$ cat config.mk
export PLATFORM = sky130hd
export DESIGN_NAME = sascs_top
export DESIGN_NICKNAME = d
export VERILOG_FILES = /design/src/logic/sascs_pkg.sv /design/src/logic/sascs_tim_if.sv /design/src/logic/sascs_timer.sv /design/src/logic/sascs_top.sv
export SDC_FILE = /design/constraint.sdc
export NUM_CORES = 1
export LEC_CHECK = 0
export ABC_AREA = 1
export BUFFER_PORTS_ARGS = -buffer_cell sky130_fd_sc_hd__buf_2
export CAP_MARGIN = 10
export CORE_MARGIN = 1.5
export CORE_UTILIZATION = 35
export CTS_CLUSTER_DIAMETER = 30
export DETAILED_ROUTE_END_ITERATION = 10
export GPL_ROUTABILITY_DRIVEN = 0
export GPL_TIMING_DRIVEN = 0
export SYNTH_ARGS = -nofsm -noshare
export SYNTH_HDL_FRONTEND = slang
export SYNTH_SLANG_ARGS = --single-unit
$ cat constraint.sdc
create_clock -name mclk -period 2.1 [get_ports mclk]
set_input_delay 0.105 -clock mclk [delete_from_list [all_inputs] [get_ports mclk]]
set_output_delay 0.105 -clock mclk [all_outputs]
set_load 0.005 [all_outputs]
$ cat src/logic/sascs_pkg.sv
// Shared constants, pin indices and state encoding of the conversion sequencer.
package sascs_pkg;
    // Counter width, enough for the longest phase.
    localparam int TIM_W = 11;
    // Phase lengths in converter clock periods.
    localparam logic [10:0] ACQ_CLKS = 11'h007;
    localparam logic [10:0] WR_CONV_CLKS = 11'h01b;
    localparam logic [10:0] SH_CONV_CLKS = 11'h022;
    localparam logic [10:0] AZ_CLKS = 11'h01a;
    localparam logic [10:0] CAL_CLKS = 11'h577;
    // Approximation cycles left after the internal acquisition window.
    localparam logic [10:0] WR_SAR_CLKS = WR_CONV_CLKS - ACQ_CLKS;
    // Counter value at which the first trial code is loaded.
    localparam logic [10:0] SAR_PRE = 11'h00d;
    localparam logic [10:0] CNT_RST = 11'h000;
    // Result layout.
    localparam int RES_W = 13;
    localparam int SIGN_BIT = 12;
    localparam int MSB_BIT = 11;
    localparam logic [12:0] RES_RST = 13'h0000;
    // Positions of the synchronised control pins.
    localparam int PIN_N = 6;
    localparam int IX_CS = 0;
    localparam int IX_RD = 1;
    localparam int IX_WR = 2;
    localparam int IX_SH = 3;
    localparam int IX_CAL = 4;
    localparam int IX_AZ = 5;
    // All control pins are idle high.
    localparam logic [5:0] PIN_RST = 6'h3f;
    localparam logic EOC_RST = 1'b1;
    localparam logic INT_N_RST = 1'b1;
    localparam logic OE_N_RST = 1'b1;
    localparam logic PTR_RST = 1'b0;
    localparam logic [7:0] BYTE_RST = 8'h00;
    // Sequencer states.
    typedef enum logic [5:0] {
        SASCS_IDLE = 6'h01,
        SASCS_ACQ = 6'h02,
        SASCS_SHACQ = 6'h04,
        SASCS_AZERO = 6'h08,
        SASCS_SAR = 6'h10,
        SASCS_CAL = 6'h20
    } sascs_state_t;
endpackage : sascs_pkg

$ cat src/logic/sascs_tim_if.sv
// Interface between the sequencer and its phase timer.
`timescale 1ns/100ps
interface sascs_tim_if;
    logic load;
    logic [10:0] val;
    logic [10:0] cnt;
    logic zero;
    modport ctl (output load, output val, input cnt, input zero);
    modport tmr (input load, input val, output cnt, output zero);
endinterface : sascs_tim_if

$ cat src/logic/sascs_timer.sv
// Down counter that times each sequencer phase except SASCS_SHACQ, which the hold strobe ends.
`timescale 1ns/100ps
module sascs_timer (
    input wire logic mclk,
    input wire logic rst,
    sascs_tim_if.tmr tif
);
    logic [10:0] cnt_q;

    // Loading wins over counting; the count rests at zero.
    always_ff @(posedge mclk) begin
        if (rst) begin
            cnt_q <= sascs_pkg::CNT_RST;
        end else if (tif.load) begin
            cnt_q <= tif.val;
        end else if (cnt_q != sascs_pkg::CNT_RST) begin
            cnt_q <= cnt_q - 11'h001;
        end
    end

    // The phase ends in the cycle where the count is zero.
    assign tif.cnt = cnt_q;
    assign tif.zero = (cnt_q == sascs_pkg::CNT_RST);
endmodule : sascs_timer

$ cat src/logic/sascs_top.sv
// Conversion sequencer of a 12-bit plus sign successive-approximation converter.
`timescale 1ns/100ps
module sascs_top (
    input wire logic mclk,
    input wire logic rst,
    input wire logic cs_n,
    input wire logic rd_n,
    input wire logic wr_n,
    input wire logic sh_n,
    input wire logic cal_n,
    input wire logic zero_correct_req_n,
    input wire logic cmp_above,
    output logic [7:0] result_byte_bus,
    output logic result_byte_oe_n,
    output logic eoc,
    output logic int_n,
    output logic [12:0] dac_code
);
    sascs_tim_if tif ();

    sascs_timer u_timer (
        .mclk(mclk),
        .rst(rst),
        .tif(tif)
    );

    // Load value for a phase that lasts n cycles.
    function automatic logic [10:0] tim_len(input logic [10:0] n);
        tim_len = n - 11'h001;
    endfunction : tim_len

    // One-hot mask of a result bit.
    function automatic logic [12:0] sar_bit(input logic [3:0] i);
        sar_bit = 13'h0001 << i;
    endfunction : sar_bit

    logic [5:0] pin_meta_q;
    logic [5:0] pin_s_q;
    logic [5:0] pin_p_q;
    sascs_pkg::sascs_state_t st_q;
    sascs_pkg::sascs_state_t st_d;
    logic from_wr_q;
    logic [12:0] dac_q;
    logic [12:0] res_q;
    logic [12:0] resolved;
    logic [7:0] byte_q;
    logic oe_n_q;
    logic ptr_lo_q;
    logic eoc_q;
    logic int_n_q;
    logic [10:0] cal_len_q;
    logic sel;
    logic rd_fall;
    logic rd_rise;
    logic wr_fall;
    logic wr_rise;
    logic sh_fall;
    logic sh_rise;
    logic cal_fall;
    logic go_hold;
    logic started;
    logic conv_done;

    // Two-stage synchroniser for all control pins, plus an edge history stage.
    always_ff @(posedge mclk) begin
        if (rst) begin
            pin_meta_q <= sascs_pkg::PIN_RST;
            pin_s_q <= sascs_pkg::PIN_RST;
            pin_p_q <= sascs_pkg::PIN_RST;
        end else begin
            pin_meta_q <= {zero_correct_req_n, cal_n, sh_n, wr_n, rd_n, cs_n};
            pin_s_q <= pin_meta_q;
            pin_p_q <= pin_s_q;
        end
    end

    // Read, write and hold strobe edges only count while the device is selected; the calibrate edge always counts.
    assign sel = !pin_s_q[sascs_pkg::IX_CS];
    assign rd_fall = sel && pin_p_q[sascs_pkg::IX_RD] && !pin_s_q[sascs_pkg::IX_RD];
    assign rd_rise = sel && !pin_p_q[sascs_pkg::IX_RD] && pin_s_q[sascs_pkg::IX_RD];
    assign wr_fall = sel && pin_p_q[sascs_pkg::IX_WR] && !pin_s_q[sascs_pkg::IX_WR];
    assign wr_rise = sel && !pin_p_q[sascs_pkg::IX_WR] && pin_s_q[sascs_pkg::IX_WR];
    assign sh_fall = sel && pin_p_q[sascs_pkg::IX_SH] && !pin_s_q[sascs_pkg::IX_SH];
    assign sh_rise = sel && !pin_p_q[sascs_pkg::IX_SH] && pin_s_q[sascs_pkg::IX_SH];
    assign cal_fall = pin_p_q[sascs_pkg::IX_CAL] && !pin_s_q[sascs_pkg::IX_CAL];

    // Next state and timer loads; calibration overrides any phase.
    always_comb begin
        st_d = st_q;
        tif.load = 1'b0;
        tif.val = sascs_pkg::CNT_RST;
        go_hold = 1'b0;
        if (cal_fall) begin
            st_d = sascs_pkg::SASCS_CAL;
            tif.load = 1'b1;
            tif.val = tim_len(sascs_pkg::CAL_CLKS);
        end else begin
            case (st_q)
                sascs_pkg::SASCS_IDLE: begin
                    if (wr_rise) begin
                        st_d = sascs_pkg::SASCS_ACQ;
                        tif.load = 1'b1;
                        tif.val = tim_len(sascs_pkg::ACQ_CLKS);
                    end else if (sh_fall) begin
                        st_d = sascs_pkg::SASCS_SHACQ;
                    end
                end
                sascs_pkg::SASCS_ACQ: begin
                    go_hold = tif.zero;
                end
                sascs_pkg::SASCS_SHACQ: begin
                    go_hold = sh_rise;
                end
                sascs_pkg::SASCS_AZERO: begin
                    if (tif.zero) begin
                        st_d = sascs_pkg::SASCS_SAR;
                        tif.load = 1'b1;
                        tif.val = from_wr_q ? tim_len(sascs_pkg::WR_SAR_CLKS)
                                            : tim_len(sascs_pkg::SH_CONV_CLKS);
                    end
                end
                sascs_pkg::SASCS_SAR: begin
                    if (tif.zero) begin
                        st_d = sascs_pkg::SASCS_IDLE;
                    end
                end
                sascs_pkg::SASCS_CAL: begin
                    if (tif.zero) begin
                        st_d = sascs_pkg::SASCS_IDLE;
                    end
                end
                default: begin
                    st_d = sascs_pkg::SASCS_IDLE;
                end
            endcase
            // At the hold point an optional zeroing phase runs first.
            if (go_hold) begin
                tif.load = 1'b1;
                if (!pin_s_q[sascs_pkg::IX_AZ]) begin
                    st_d = sascs_pkg::SASCS_AZERO;
                    tif.val = tim_len(sascs_pkg::AZ_CLKS);
                end else begin
                    st_d = sascs_pkg::SASCS_SAR;
                    tif.val = (st_q == sascs_pkg::SASCS_ACQ)
                              ? tim_len(sascs_pkg::WR_SAR_CLKS)
                              : tim_len(sascs_pkg::SH_CONV_CLKS);
                end
            end
        end
    end

    // State register and the start method of the running conversion.
    always_ff @(posedge mclk) begin
        if (rst) begin
            st_q <= sascs_pkg::SASCS_IDLE;
            from_wr_q <= 1'b0;
        end else begin
            st_q <= st_d;
            if (st_q == sascs_pkg::SASCS_IDLE) begin
                from_wr_q <= wr_rise;
            end
        end
    end

    // Comparator decision on the bit under trial.
    always_comb begin
        resolved = cmp_above ? dac_q : (dac_q & ~sar_bit(tif.cnt[3:0]));
    end

    // Successive approximation, one bit per cycle over the last 13 cycles.
    always_ff @(posedge mclk) begin
        if (rst) begin
            dac_q <= sascs_pkg::RES_RST;
            res_q <= sascs_pkg::RES_RST;
        end else if (st_q == sascs_pkg::SASCS_SAR) begin
            if (tif.cnt == sascs_pkg::SAR_PRE) begin
                dac_q <= sar_bit(4'(sascs_pkg::SIGN_BIT));
            end else if (tif.cnt < sascs_pkg::SAR_PRE) begin
                if (!tif.zero) begin
                    dac_q <= resolved | sar_bit(tif.cnt[3:0] - 4'h1);
                end else if (!cal_fall) begin
                    // Offset binary becomes two's complement by flipping the sign.
                    res_q <= {~resolved[sascs_pkg::SIGN_BIT],
                              resolved[sascs_pkg::MSB_BIT:0]};
                    dac_q <= sascs_pkg::RES_RST;
                end
            end
        end else begin
            dac_q <= sascs_pkg::RES_RST;
        end
    end

    assign started = wr_rise || go_hold || cal_fall;
    assign conv_done = (st_q == sascs_pkg::SASCS_SAR) && tif.zero && !cal_fall;

    // Done output is low during the zeroing, approximation and calibration phases.
    always_ff @(posedge mclk) begin
        if (rst) begin
            eoc_q <= sascs_pkg::EOC_RST;
        end else begin
            eoc_q <= !(st_d == sascs_pkg::SASCS_AZERO || st_d == sascs_pkg::SASCS_SAR
                       || st_d == sascs_pkg::SASCS_CAL);
        end
    end

    // Interrupt falls on completion; a completion in the same cycle beats a release.
    always_ff @(posedge mclk) begin
        if (rst) begin
            int_n_q <= sascs_pkg::INT_N_RST;
        end else if (conv_done) begin
            int_n_q <= 1'b0;
        end else if (rd_fall || wr_fall || started) begin
            int_n_q <= 1'b1;
        end
    end

    // Byte pointer: high byte first after every conversion, toggled per read.
    always_ff @(posedge mclk) begin
        if (rst) begin
            ptr_lo_q <= sascs_pkg::PTR_RST;
        end else if (conv_done) begin
            ptr_lo_q <= 1'b0;
        end else if (rd_rise) begin
            ptr_lo_q <= !ptr_lo_q;
        end
    end

    // Output drivers follow the selected read strobe level.
    always_ff @(posedge mclk) begin
        if (rst) begin
            byte_q <= sascs_pkg::BYTE_RST;
            oe_n_q <= sascs_pkg::OE_N_RST;
        end else begin
            oe_n_q <= !(sel && !pin_s_q[sascs_pkg::IX_RD]);
            byte_q <= ptr_lo_q ? res_q[7:0]
                               : {{3{res_q[sascs_pkg::SIGN_BIT]}}, res_q[12:8]};
        end
    end

    // Length of the current calibration, watched by a check below.
    always_ff @(posedge mclk) begin
        if (rst || cal_fall) begin
            cal_len_q <= sascs_pkg::CNT_RST;
        end else if (st_q == sascs_pkg::SASCS_CAL) begin
            cal_len_q <= cal_len_q + 11'h001;
        end
    end

    assign result_byte_bus = byte_q;
    assign result_byte_oe_n = oe_n_q;
    assign eoc = eoc_q;
    assign int_n = int_n_q;
    assign dac_code = dac_q;

    property p_wr_time;
        @(posedge mclk) disable iff (rst)
        ($rose(st_q == sascs_pkg::SASCS_ACQ) ##7 (st_q == sascs_pkg::SASCS_SAR))
        |-> ##20 ((!int_n_q && eoc_q) || st_q == sascs_pkg::SASCS_CAL);
    endproperty
    a_wr_time: assert property (p_wr_time)
        else $error("write-started conversion did not end after 27 clocks");

    property p_sh_time;
        @(posedge mclk) disable iff (rst)
        ($rose(st_q == sascs_pkg::SASCS_SAR) && $past(st_q) == sascs_pkg::SASCS_SHACQ)
        |-> ##34 ((!int_n_q && eoc_q) || st_q == sascs_pkg::SASCS_CAL);
    endproperty
    a_sh_time: assert property (p_sh_time)
        else $error("hold-started conversion did not end after 34 clocks");

    property p_acq_len;
        @(posedge mclk) disable iff (rst)
        ($rose(st_q == sascs_pkg::SASCS_ACQ) && !cal_fall)
        |-> (st_q == sascs_pkg::SASCS_ACQ)[*7] ##1 (st_q != sascs_pkg::SASCS_ACQ);
    endproperty
    a_acq_len: assert property (p_acq_len)
        else $error("internal acquisition window is not 7 clocks");

    property p_eoc_busy;
        @(posedge mclk) disable iff (rst)
        (st_q == sascs_pkg::SASCS_SAR || st_q == sascs_pkg::SASCS_AZERO) |-> !eoc_q;
    endproperty
    a_eoc_busy: assert property (p_eoc_busy)
        else $error("done output high during a conversion");

    property p_int_release;
        @(posedge mclk) disable iff (rst)
        ((rd_fall || wr_fall) && !conv_done) |=> int_n_q;
    endproperty
    a_int_release: assert property (p_int_release)
        else $error("interrupt not released by a strobe");

    property p_drive;
        @(posedge mclk) disable iff (rst)
        (sel && !pin_s_q[sascs_pkg::IX_RD])
        |=> !oe_n_q ##1 (oe_n_q || !pin_p_q[sascs_pkg::IX_RD]);
    endproperty
    a_drive: assert property (p_drive)
        else $error("byte outputs do not follow the read strobe");

    property p_cal_len;
        @(posedge mclk) disable iff (rst)
        ($fell(st_q == sascs_pkg::SASCS_CAL) && !cal_fall)
        |-> (cal_len_q == sascs_pkg::CAL_CLKS) && eoc_q && !$past(eoc_q);
    endproperty
    a_cal_len: assert property (p_cal_len)
        else $error("calibration did not last 1399 clocks");

    property p_zero_len;
        @(posedge mclk) disable iff (rst)
        ($rose(st_q == sascs_pkg::SASCS_AZERO) && !cal_fall)
        |-> ##26 (st_q == sascs_pkg::SASCS_SAR || st_q == sascs_pkg::SASCS_CAL);
    endproperty
    a_zero_len: assert property (p_zero_len)
        else $error("zeroing phase is not 26 clocks");

    property p_done_int;
        @(posedge mclk) disable iff (rst)
        conv_done |=> (!int_n_q && eoc_q && !ptr_lo_q);
    endproperty
    a_done_int: assert property (p_done_int)
        else $error("conversion end did not raise the interrupt");

    property p_high_first;
        @(posedge mclk) disable iff (rst)
        (!oe_n_q && !ptr_lo_q && $stable(res_q))
        |-> (byte_q == {{3{res_q[sascs_pkg::SIGN_BIT]}}, res_q[12:8]});
    endproperty
    a_high_first: assert property (p_high_first)
        else $error("high byte is not the sign-extended upper result");

    property p_deselect;
        @(posedge mclk) disable iff (rst)
        (!sel && st_q == sascs_pkg::SASCS_IDLE && !cal_fall) |=> oe_n_q
        && (st_q == sascs_pkg::SASCS_IDLE);
    endproperty
    a_deselect: assert property (p_deselect)
        else $error("deselected device reacted to a strobe");
endmodule : sascs_top

==> impl_metrics.csv, run 1 <==
group,metric,value,unit
clocking,clock_latency,0.36,ns
sta,min_period,1.957,ns
synth,synth_seq_area_share,43.64,%
clocking,cts_sinks,72,
worst_setup_path,crit_top_cell,"nand3_1",
finish,antenna_cells,0,
clocking,clock_path_buffers,2,
sta,rsz0062_at_grt,"no",
worst_setup_path,slowest_delay,0.34,ns
worst_setup_path,worstPathBufferInverterCount,1,
sta,hold_viol,0,
sta,skew,0.01105,ns
power_and_ir_drop,intPower,2.753,mW
sta,max-slew-margin-rel,64.33,%
power_and_ir_drop,peakVddDrop,0.0005087,V
global_route,grt_max_degree,14,
clocking,clkTransAtPathRegs,0.08,ns
synth,async_flop_share,0,%
power_and_ir_drop,pwr_density_cell,1113,nW/µm²
route,wirelength,7800,µm
clocking,htree_num_levels,3,
power_and_ir_drop,power.leakage,1.711,nW
clocking,cts_tree,"done",
floorplan,start_util,35.92,%
worst_setup_path,worstSetupStartpointType,"flop",
clocking,cts_buffers,9,
worst_setup_path,r2r_end,"u_timer.tif.cnt[8]",
power_and_ir_drop,p_sw,1.640,mW
synth,synth_xor_area_share,2.083,%
global_route,grt-ovfl-total,0,
sta,clock.fmax,511.1,MHz
sta,tightestPinTransition,0.5350,ns
route,vias,2927,
global_route,grt_usage,16.73,%
synth,synth_top_family_by_area,"simple AND/OR/NAND/NOR gates",
worst_setup_path,slowest_stage,"dfxtp_1",
floorplan,core_area,9196,µm²
synth,synthFlopType,"dfxtp_1",
floorplan,die-width,100.1,µm
power_and_ir_drop,pwr-share-clk,30.7,%
worst_setup_path,required,2.34,ns
hold_path,hp-class,"primary input to flop",
route,wire_per_inst,13.13,µm
finish,drive_above_1_share,21.74,%
global_route,grt_pass1_vias,2711,
sta,finalCritPeriodShare,93.17,%
worst_setup_path,crit_chain,"inv_1 > ha_1 > nand2_4 > nor2_8 > nand3_1 > nand3_1 > nor2_4 > a21oi_2 > a21oi_1",
power_and_ir_drop,power,4.393,mW
place,port-buffer-count,31,
sta,finalSetupTns,0,ns
synth,synth_fa_ha_area_share,1.894,%
power_and_ir_drop,power_frac_comb,34.1,%
hold_path,whs_path_depth,2,
run,drv_cap,0,
worst_setup_path,worstSetupStartpoint,"u_timer.tif.cnt[0]",
sta,fin_hold_ws,0.2984,ns
route,drc_errors,0,
worst_setup_path,worstSetupEndpoint,"u_timer.tif.cnt[8]",
power_and_ir_drop,switching_share,37.34,%
worst_setup_path,critPathMaxFanout,10,
route,drt-initial-drc-count,135,
route,drt_pass1_iterations,4,
sta,slew_violations,0,
floorplan,die_h,100.1,µm
synth,synthSimpleGateAreaFrac,26.21,%
finish,num-nets-final,492,
worst_setup_path,worst_setup_path_end_kind,"flop",
outcome,status,"complete, no violations",
finish,stdcell_area,3946,µm²
global_route,antenna_found_initial,0,
sta,finalSetupViolCount,0,
finish,area_growth_syn_to_layout,19.47,%
worst_setup_path,crit_cells,9,
worst_setup_path,r2r_cells,9,
place,placed_area,3597,µm²
synth,avgSynthCellArea,7.718,µm²
worst_setup_path,path_class,"flop to flop",
synth,ys_ff_latch,72,
place,dpl.hpwl,5852,µm
route,postRouteAntennaNets,0,
floorplan,ioPinCount,33,
worst_setup_path,timing.rr.start,"u_timer.tif.cnt[0]",
floorplan,rows,35,
global_route,grt_first_pass_wirelength,12960,µm
clocking,cts-root-buf,"clkbuf_8",
floorplan,die_area,10030,µm²
finish,utilization,42.91,%
synth,syn_area,3303,µm²
synth,synth_fp_nets,442,
synth,synth_compound_area_share,17.46,%
power_and_ir_drop,seq_power_share,35.1,%
synth,synth_mux_area_share,0,%
worst_setup_path,crit_arrival,2.19,ns
synth,ys_types,38,
synth,synthesis.instances,428,
route,viasPerCell,4.928,
worst_setup_path,timing.reg2reg.setup_slack,0.14,ns
synth,synth_edf_count,0,
worst_setup_path,cp_top_family,"simple AND/OR/NAND/NOR gates",
finish,fillCellCount,955,
synth,yosys_warnings,0,
## cell usage in the layout, fill, tap and decap left out, drive strengths merged, types with 2 or more instances in the layout
cell type,count
a211oi,7
a21oi,39
a31oi,2
buf,38
bufinv,3
clkbuf,17
clkinv,3
dfxtp,72
dlygate4sd3,6
ha,5
inv,48
nand2,78
nand3,19
nand4,4
nor2,54
nor3,12
o21ai,47
o31ai,4
or2,14
xnor2,2
xor2,5
## worst min-delay path by stage
stage          start             to  slack (ns)
2_1_floorplan   cs_n  pin_meta_q[0]        0.21
3_5_place_dp    wr_n  pin_meta_q[2]        0.29
3_3_place_gp    rd_n  pin_meta_q[1]        0.29
5_1_grt          rst  pin_meta_q[3]        0.31
6_report         rst  pin_meta_q[3]        0.30
4_1_cts          rst  pin_meta_q[3]        0.28
## through the flow
stage | cells | setup WS [ns]
2_1_floorplan | 428 | 0.3888
3_3_place_gp | 570 | 0.08569
3_5_place_dp | 570 | 0.04198
4_1_cts | 592 | 0.02880
5_1_grt | 594 | 0.008823
6_report | 594 | 0.1434
## area by class of cell
cell class / instances / area, µm² / area share (%)
Sequential cell: 72 / 1441 / 36.53
Clock buffer: 9 / 123.9 / 3.139
Buffer: 14 / 107.6 / 2.727
Tap cell: 111 / 138.9 / 3.519
Multi-Input combinational cell: 294 / 1602 / 40.58
Inverter: 48 / 182.7 / 4.629
Timing Repair Buffer: 39 / 230.2 / 5.834
Clock inverter: 7 / 120.1 / 3.044
## synth_stat cells (3+ instances only)
library cell  count  share of area, %
a211oi_2          6               2.3
a21oi_1          38               5.8
buf_6             3               1.0
clkbuf_1          6              0.68
dfxtp_1          72                44
ha_1              5               1.9
inv_1            46               5.2
nand2_1          71               8.1
nand2_2           5              0.95
nand3_1          19               2.9
nand4_1           4              0.76
nor2_1           44               5.0
nor2_2            7               1.3
nor3_1            8               1.2
nor3_2            3              0.91
o21ai_0          44               6.7
o31ai_1           4              0.91
or2_2            14               2.7
xor2_1            4               1.1
## timing repair
item / in CTS / in global routing
resized for setup: 0 / 6
endpoints found under the setup margin: 0 / 23
hold buffers: 6 / 0
setup buffers: 0 / 2
hold endpoints to repair: 6 / 0
## kinds of logic (layout without fill, tap and decap cells)
family,Yosys count,after routing
XOR/XNOR,7,7
flip-flops,72,72
adder cells (fa/ha/maj),5,5
buffers and inverters,62,117
AO/OA/AOI/OAI,101,101
AND/OR/NAND/NOR,181,181
## power by group through the flow
stage	sequential (mW)	clock (mW)	combinational [mW]
floorplan	1.56	0	1.13
global placement	1.57	0	1.41
detailed placement	1.57	0	1.44
CTS	1.54	1.38	1.45
global route	1.56	1.45	1.68
finish	1.54	1.35	1.50
## worst reg2reg max path: cells and delay by family, from the launching register on
| family | cells | cell delay, ns |
|---|---|---|
| adder cells (fa/ha/maj) | 1 | 0.30 |
| flip-flops | 1 | 0.34 |
| buffers and inverters | 1 | 0.16 |
| AO/OA/AOI/OAI | 2 | 0.33 |
| AND/OR/NAND/NOR | 5 | 0.70 |
## flip-flops by register name (all words and copies together) (netlist names), 4 cells and up
signal / cells
dac_code: 13
res_q: 13
st_q: 6
u_timer.tif.cnt: 11
pin_meta_q: 6
pin_p_q: 4
result_byte_bus: 8
pin_s_q: 6
## per-layer routing
layer / part of all wire, % / track usage [%]
met5: 0 / 0
met4: 2.3 / 7.476
met3: 5.5 / 4.178
met2: 46 / 27.26
met1: 46 / 20.94
Power figures use the tool's default switching activity.
==> run 2, diff against run 1 <==
- RECOVER_POWER: default -> 25
- SKIP_CTS_REPAIR_TIMING: default -> 1
==> run 2 against run 1 <==
Design area about the same. Sequential cell count unchanged. Non-clock buffer count is the same. Sequential share of layout area about the same. Core utilization about the same. Clock power barely moved. Final cell count did not move.
==> impl_metrics.csv, run 2 (synthesized netlist as in run 1, its figures left out) <==
group,metric,value,unit
route,wire_per_inst,13.17,µm
worst_setup_path,crit_arrival,2.19,ns
worst_setup_path,crit_top_cell,"nand3_1",
power_and_ir_drop,seq_power_share,35.2,%
sta,hold_viol,0,
route,viasPerCell,4.860,
global_route,grt-ovfl-total,0,
run,drv_cap,0,
clocking,cts_tree,"done",
sta,setup_slack,0.1376,ns
floorplan,ioPinCount,33,
worst_setup_path,slowest_stage,"dfxtp_1",
power_and_ir_drop,power_frac_comb,34.2,%
finish,antenna_cells,0,
outcome,status,"complete, no violations",
place,port-buffer-count,31,
route,drt-initial-drc-count,115,
clocking,clkTransAtPathRegs,0.08,ns
power_and_ir_drop,peakVddDrop,0.0005085,V
finish,utilization,42.87,%
power_and_ir_drop,p_sw,1.631,mW
worst_setup_path,slowest_delay,0.34,ns
worst_setup_path,required,2.33,ns
floorplan,core_area,9196,µm²
power_and_ir_drop,switching_share,37.20,%
power_and_ir_drop,pwr-share-clk,30.6,%
sta,max-slew-margin-rel,66.01,%
worst_setup_path,worstSetupStartpointType,"flop",
hold_path,hp-class,"primary input to flop",
global_route,antenna_found_initial,0,
floorplan,rows,35,
clocking,clock_path_buffers,2,
finish,num-nets-final,492,
sta,skew,0.01003,ns
worst_setup_path,worst_setup_path_end_kind,"flop",
global_route,grt_pass1_vias,2703,
sta,finalSetupViolCount,0,
place,dp_slack,0.04198,ns
power_and_ir_drop,intPower,2.752,mW
worst_setup_path,crit_chain,"inv_1 > ha_1 > nand2_4 > nor2_8 > nand3_1 > nand3_1 > nor2_4 > a21oi_2 > a21oi_1",
clocking,cts_buffers,9,
route,drc_errors,0,
sta,rsz0062_at_grt,"no",
sta,tightestPinTransition,0.5099,ns
route,drt_pass1_iterations,5,
sta,clock.fmax,509.6,MHz
global_route,grt_usage,16.67,%
finish,final_cell_mix,"dfxtp_1, nand2_1, inv_1",
sta,finalSetupTns,0,ns
global_route,grt_max_degree,14,
floorplan,die-width,100.1,µm
finish,final_common_cell,"dfxtp_1",
finish,area_growth_syn_to_layout,19.36,%
finish,drive_above_1_share,21.12,%
floorplan,start_util,35.92,%
sta,slew_violations,0,
worst_setup_path,critPathMaxFanout,10,
floorplan,die_area,10030,µm²
clocking,cts-root-buf,"clkbuf_8",
sta,fin_hold_ws,0.3551,ns
power_and_ir_drop,pwr_density_cell,1112,nW/µm²
clocking,htree_num_levels,3,
clocking,clock_latency,0.35,ns
power_and_ir_drop,power.leakage,1.699,nW
route,wirelength,7824,µm
clocking,cts_sinks,72,
sta,min_period,1.962,ns
sta,finalCritPeriodShare,93.45,%
place,dpl.hpwl,5852,µm
floorplan,die_h,100.1,µm
worst_setup_path,path_class,"flop to flop",
route,vias,2887,
global_route,grt_first_pass_wirelength,12910,µm
route,postRouteAntennaNets,0,
-- run 2: cell types whose count changed in the layout (fill, tap and decap cells not counted) --
cell and change:
buf_2 -3, clkdlybuf4s25_1 +1, clkdlybuf4s15_1 -1, clkbuf_1 +3
-- run 2: path summary, 6_finish.rpt --
| path | start | endpoint | slack, ns | cells after the start |
|---|---|---|---|---|
| worst max-delay path | u_timer.tif.cnt[0] | u_timer.tif.cnt[8] | 0.14 | 9 |
| worst min-delay path | cmp_above | res_q[8] | 0.36 | 5 |
| worst max register to register | u_timer.tif.cnt[0] | u_timer.tif.cnt[8] | 0.14 | 9 |
| worst min register to register | pin_meta_q[3] | pin_s_q[3] | 0.41 | 1 |
-- run 2: layout make-up --
type | count | area (µm²)
plain buffers | 14 | 107.6
flip-flops and latches | 72 | 1441
fillers | 955 | 5254
well taps | 111 | 138.9
multi-input cells | 294 | 1602
clock inverters | 7 | 120.1
clock buffers | 9 | 123.9
inverters | 48 | 182.7
repair buffers | 39 | 226.5
-- run 2: layer usage --
layer	GRT usage, %	part of all wire, %
met1	20.85	46
met2	27.16	47
met3	4.178	5.5
met4	7.476	1.0
met5	0	0
-- run 2: through the flow --
stage                     instance area, µm²  cells  total power [mW]
after floorplan                         3303    428             2.689
after global placement                  3597    570             2.984
after detailed placement                3597    570             3.009
after CTS                               3841    586             4.364
after global routing                    3943    594             4.681
final                                   3943    594             4.383
-- run 2: power by group through the flow --
stage               logic (mW)  registers (mW)  clock network (mW)
global placement          1.41            1.57                   0
floorplan                 1.13            1.56                   0
detailed placement        1.44            1.57                   0
CTS                       1.44            1.54                1.38
finish                    1.50            1.54                1.34
global route              1.68            1.56                1.45
-- run 2: critical path, delay by kind of cell (launching register included) --
family	cells	cell delay (ns)
and+or+nand+nor	5	0.70
DFF	1	0.34
AOI/OAI and AO/OA	2	0.33
adders and majority gates	1	0.31
buffers and inverters	1	0.16
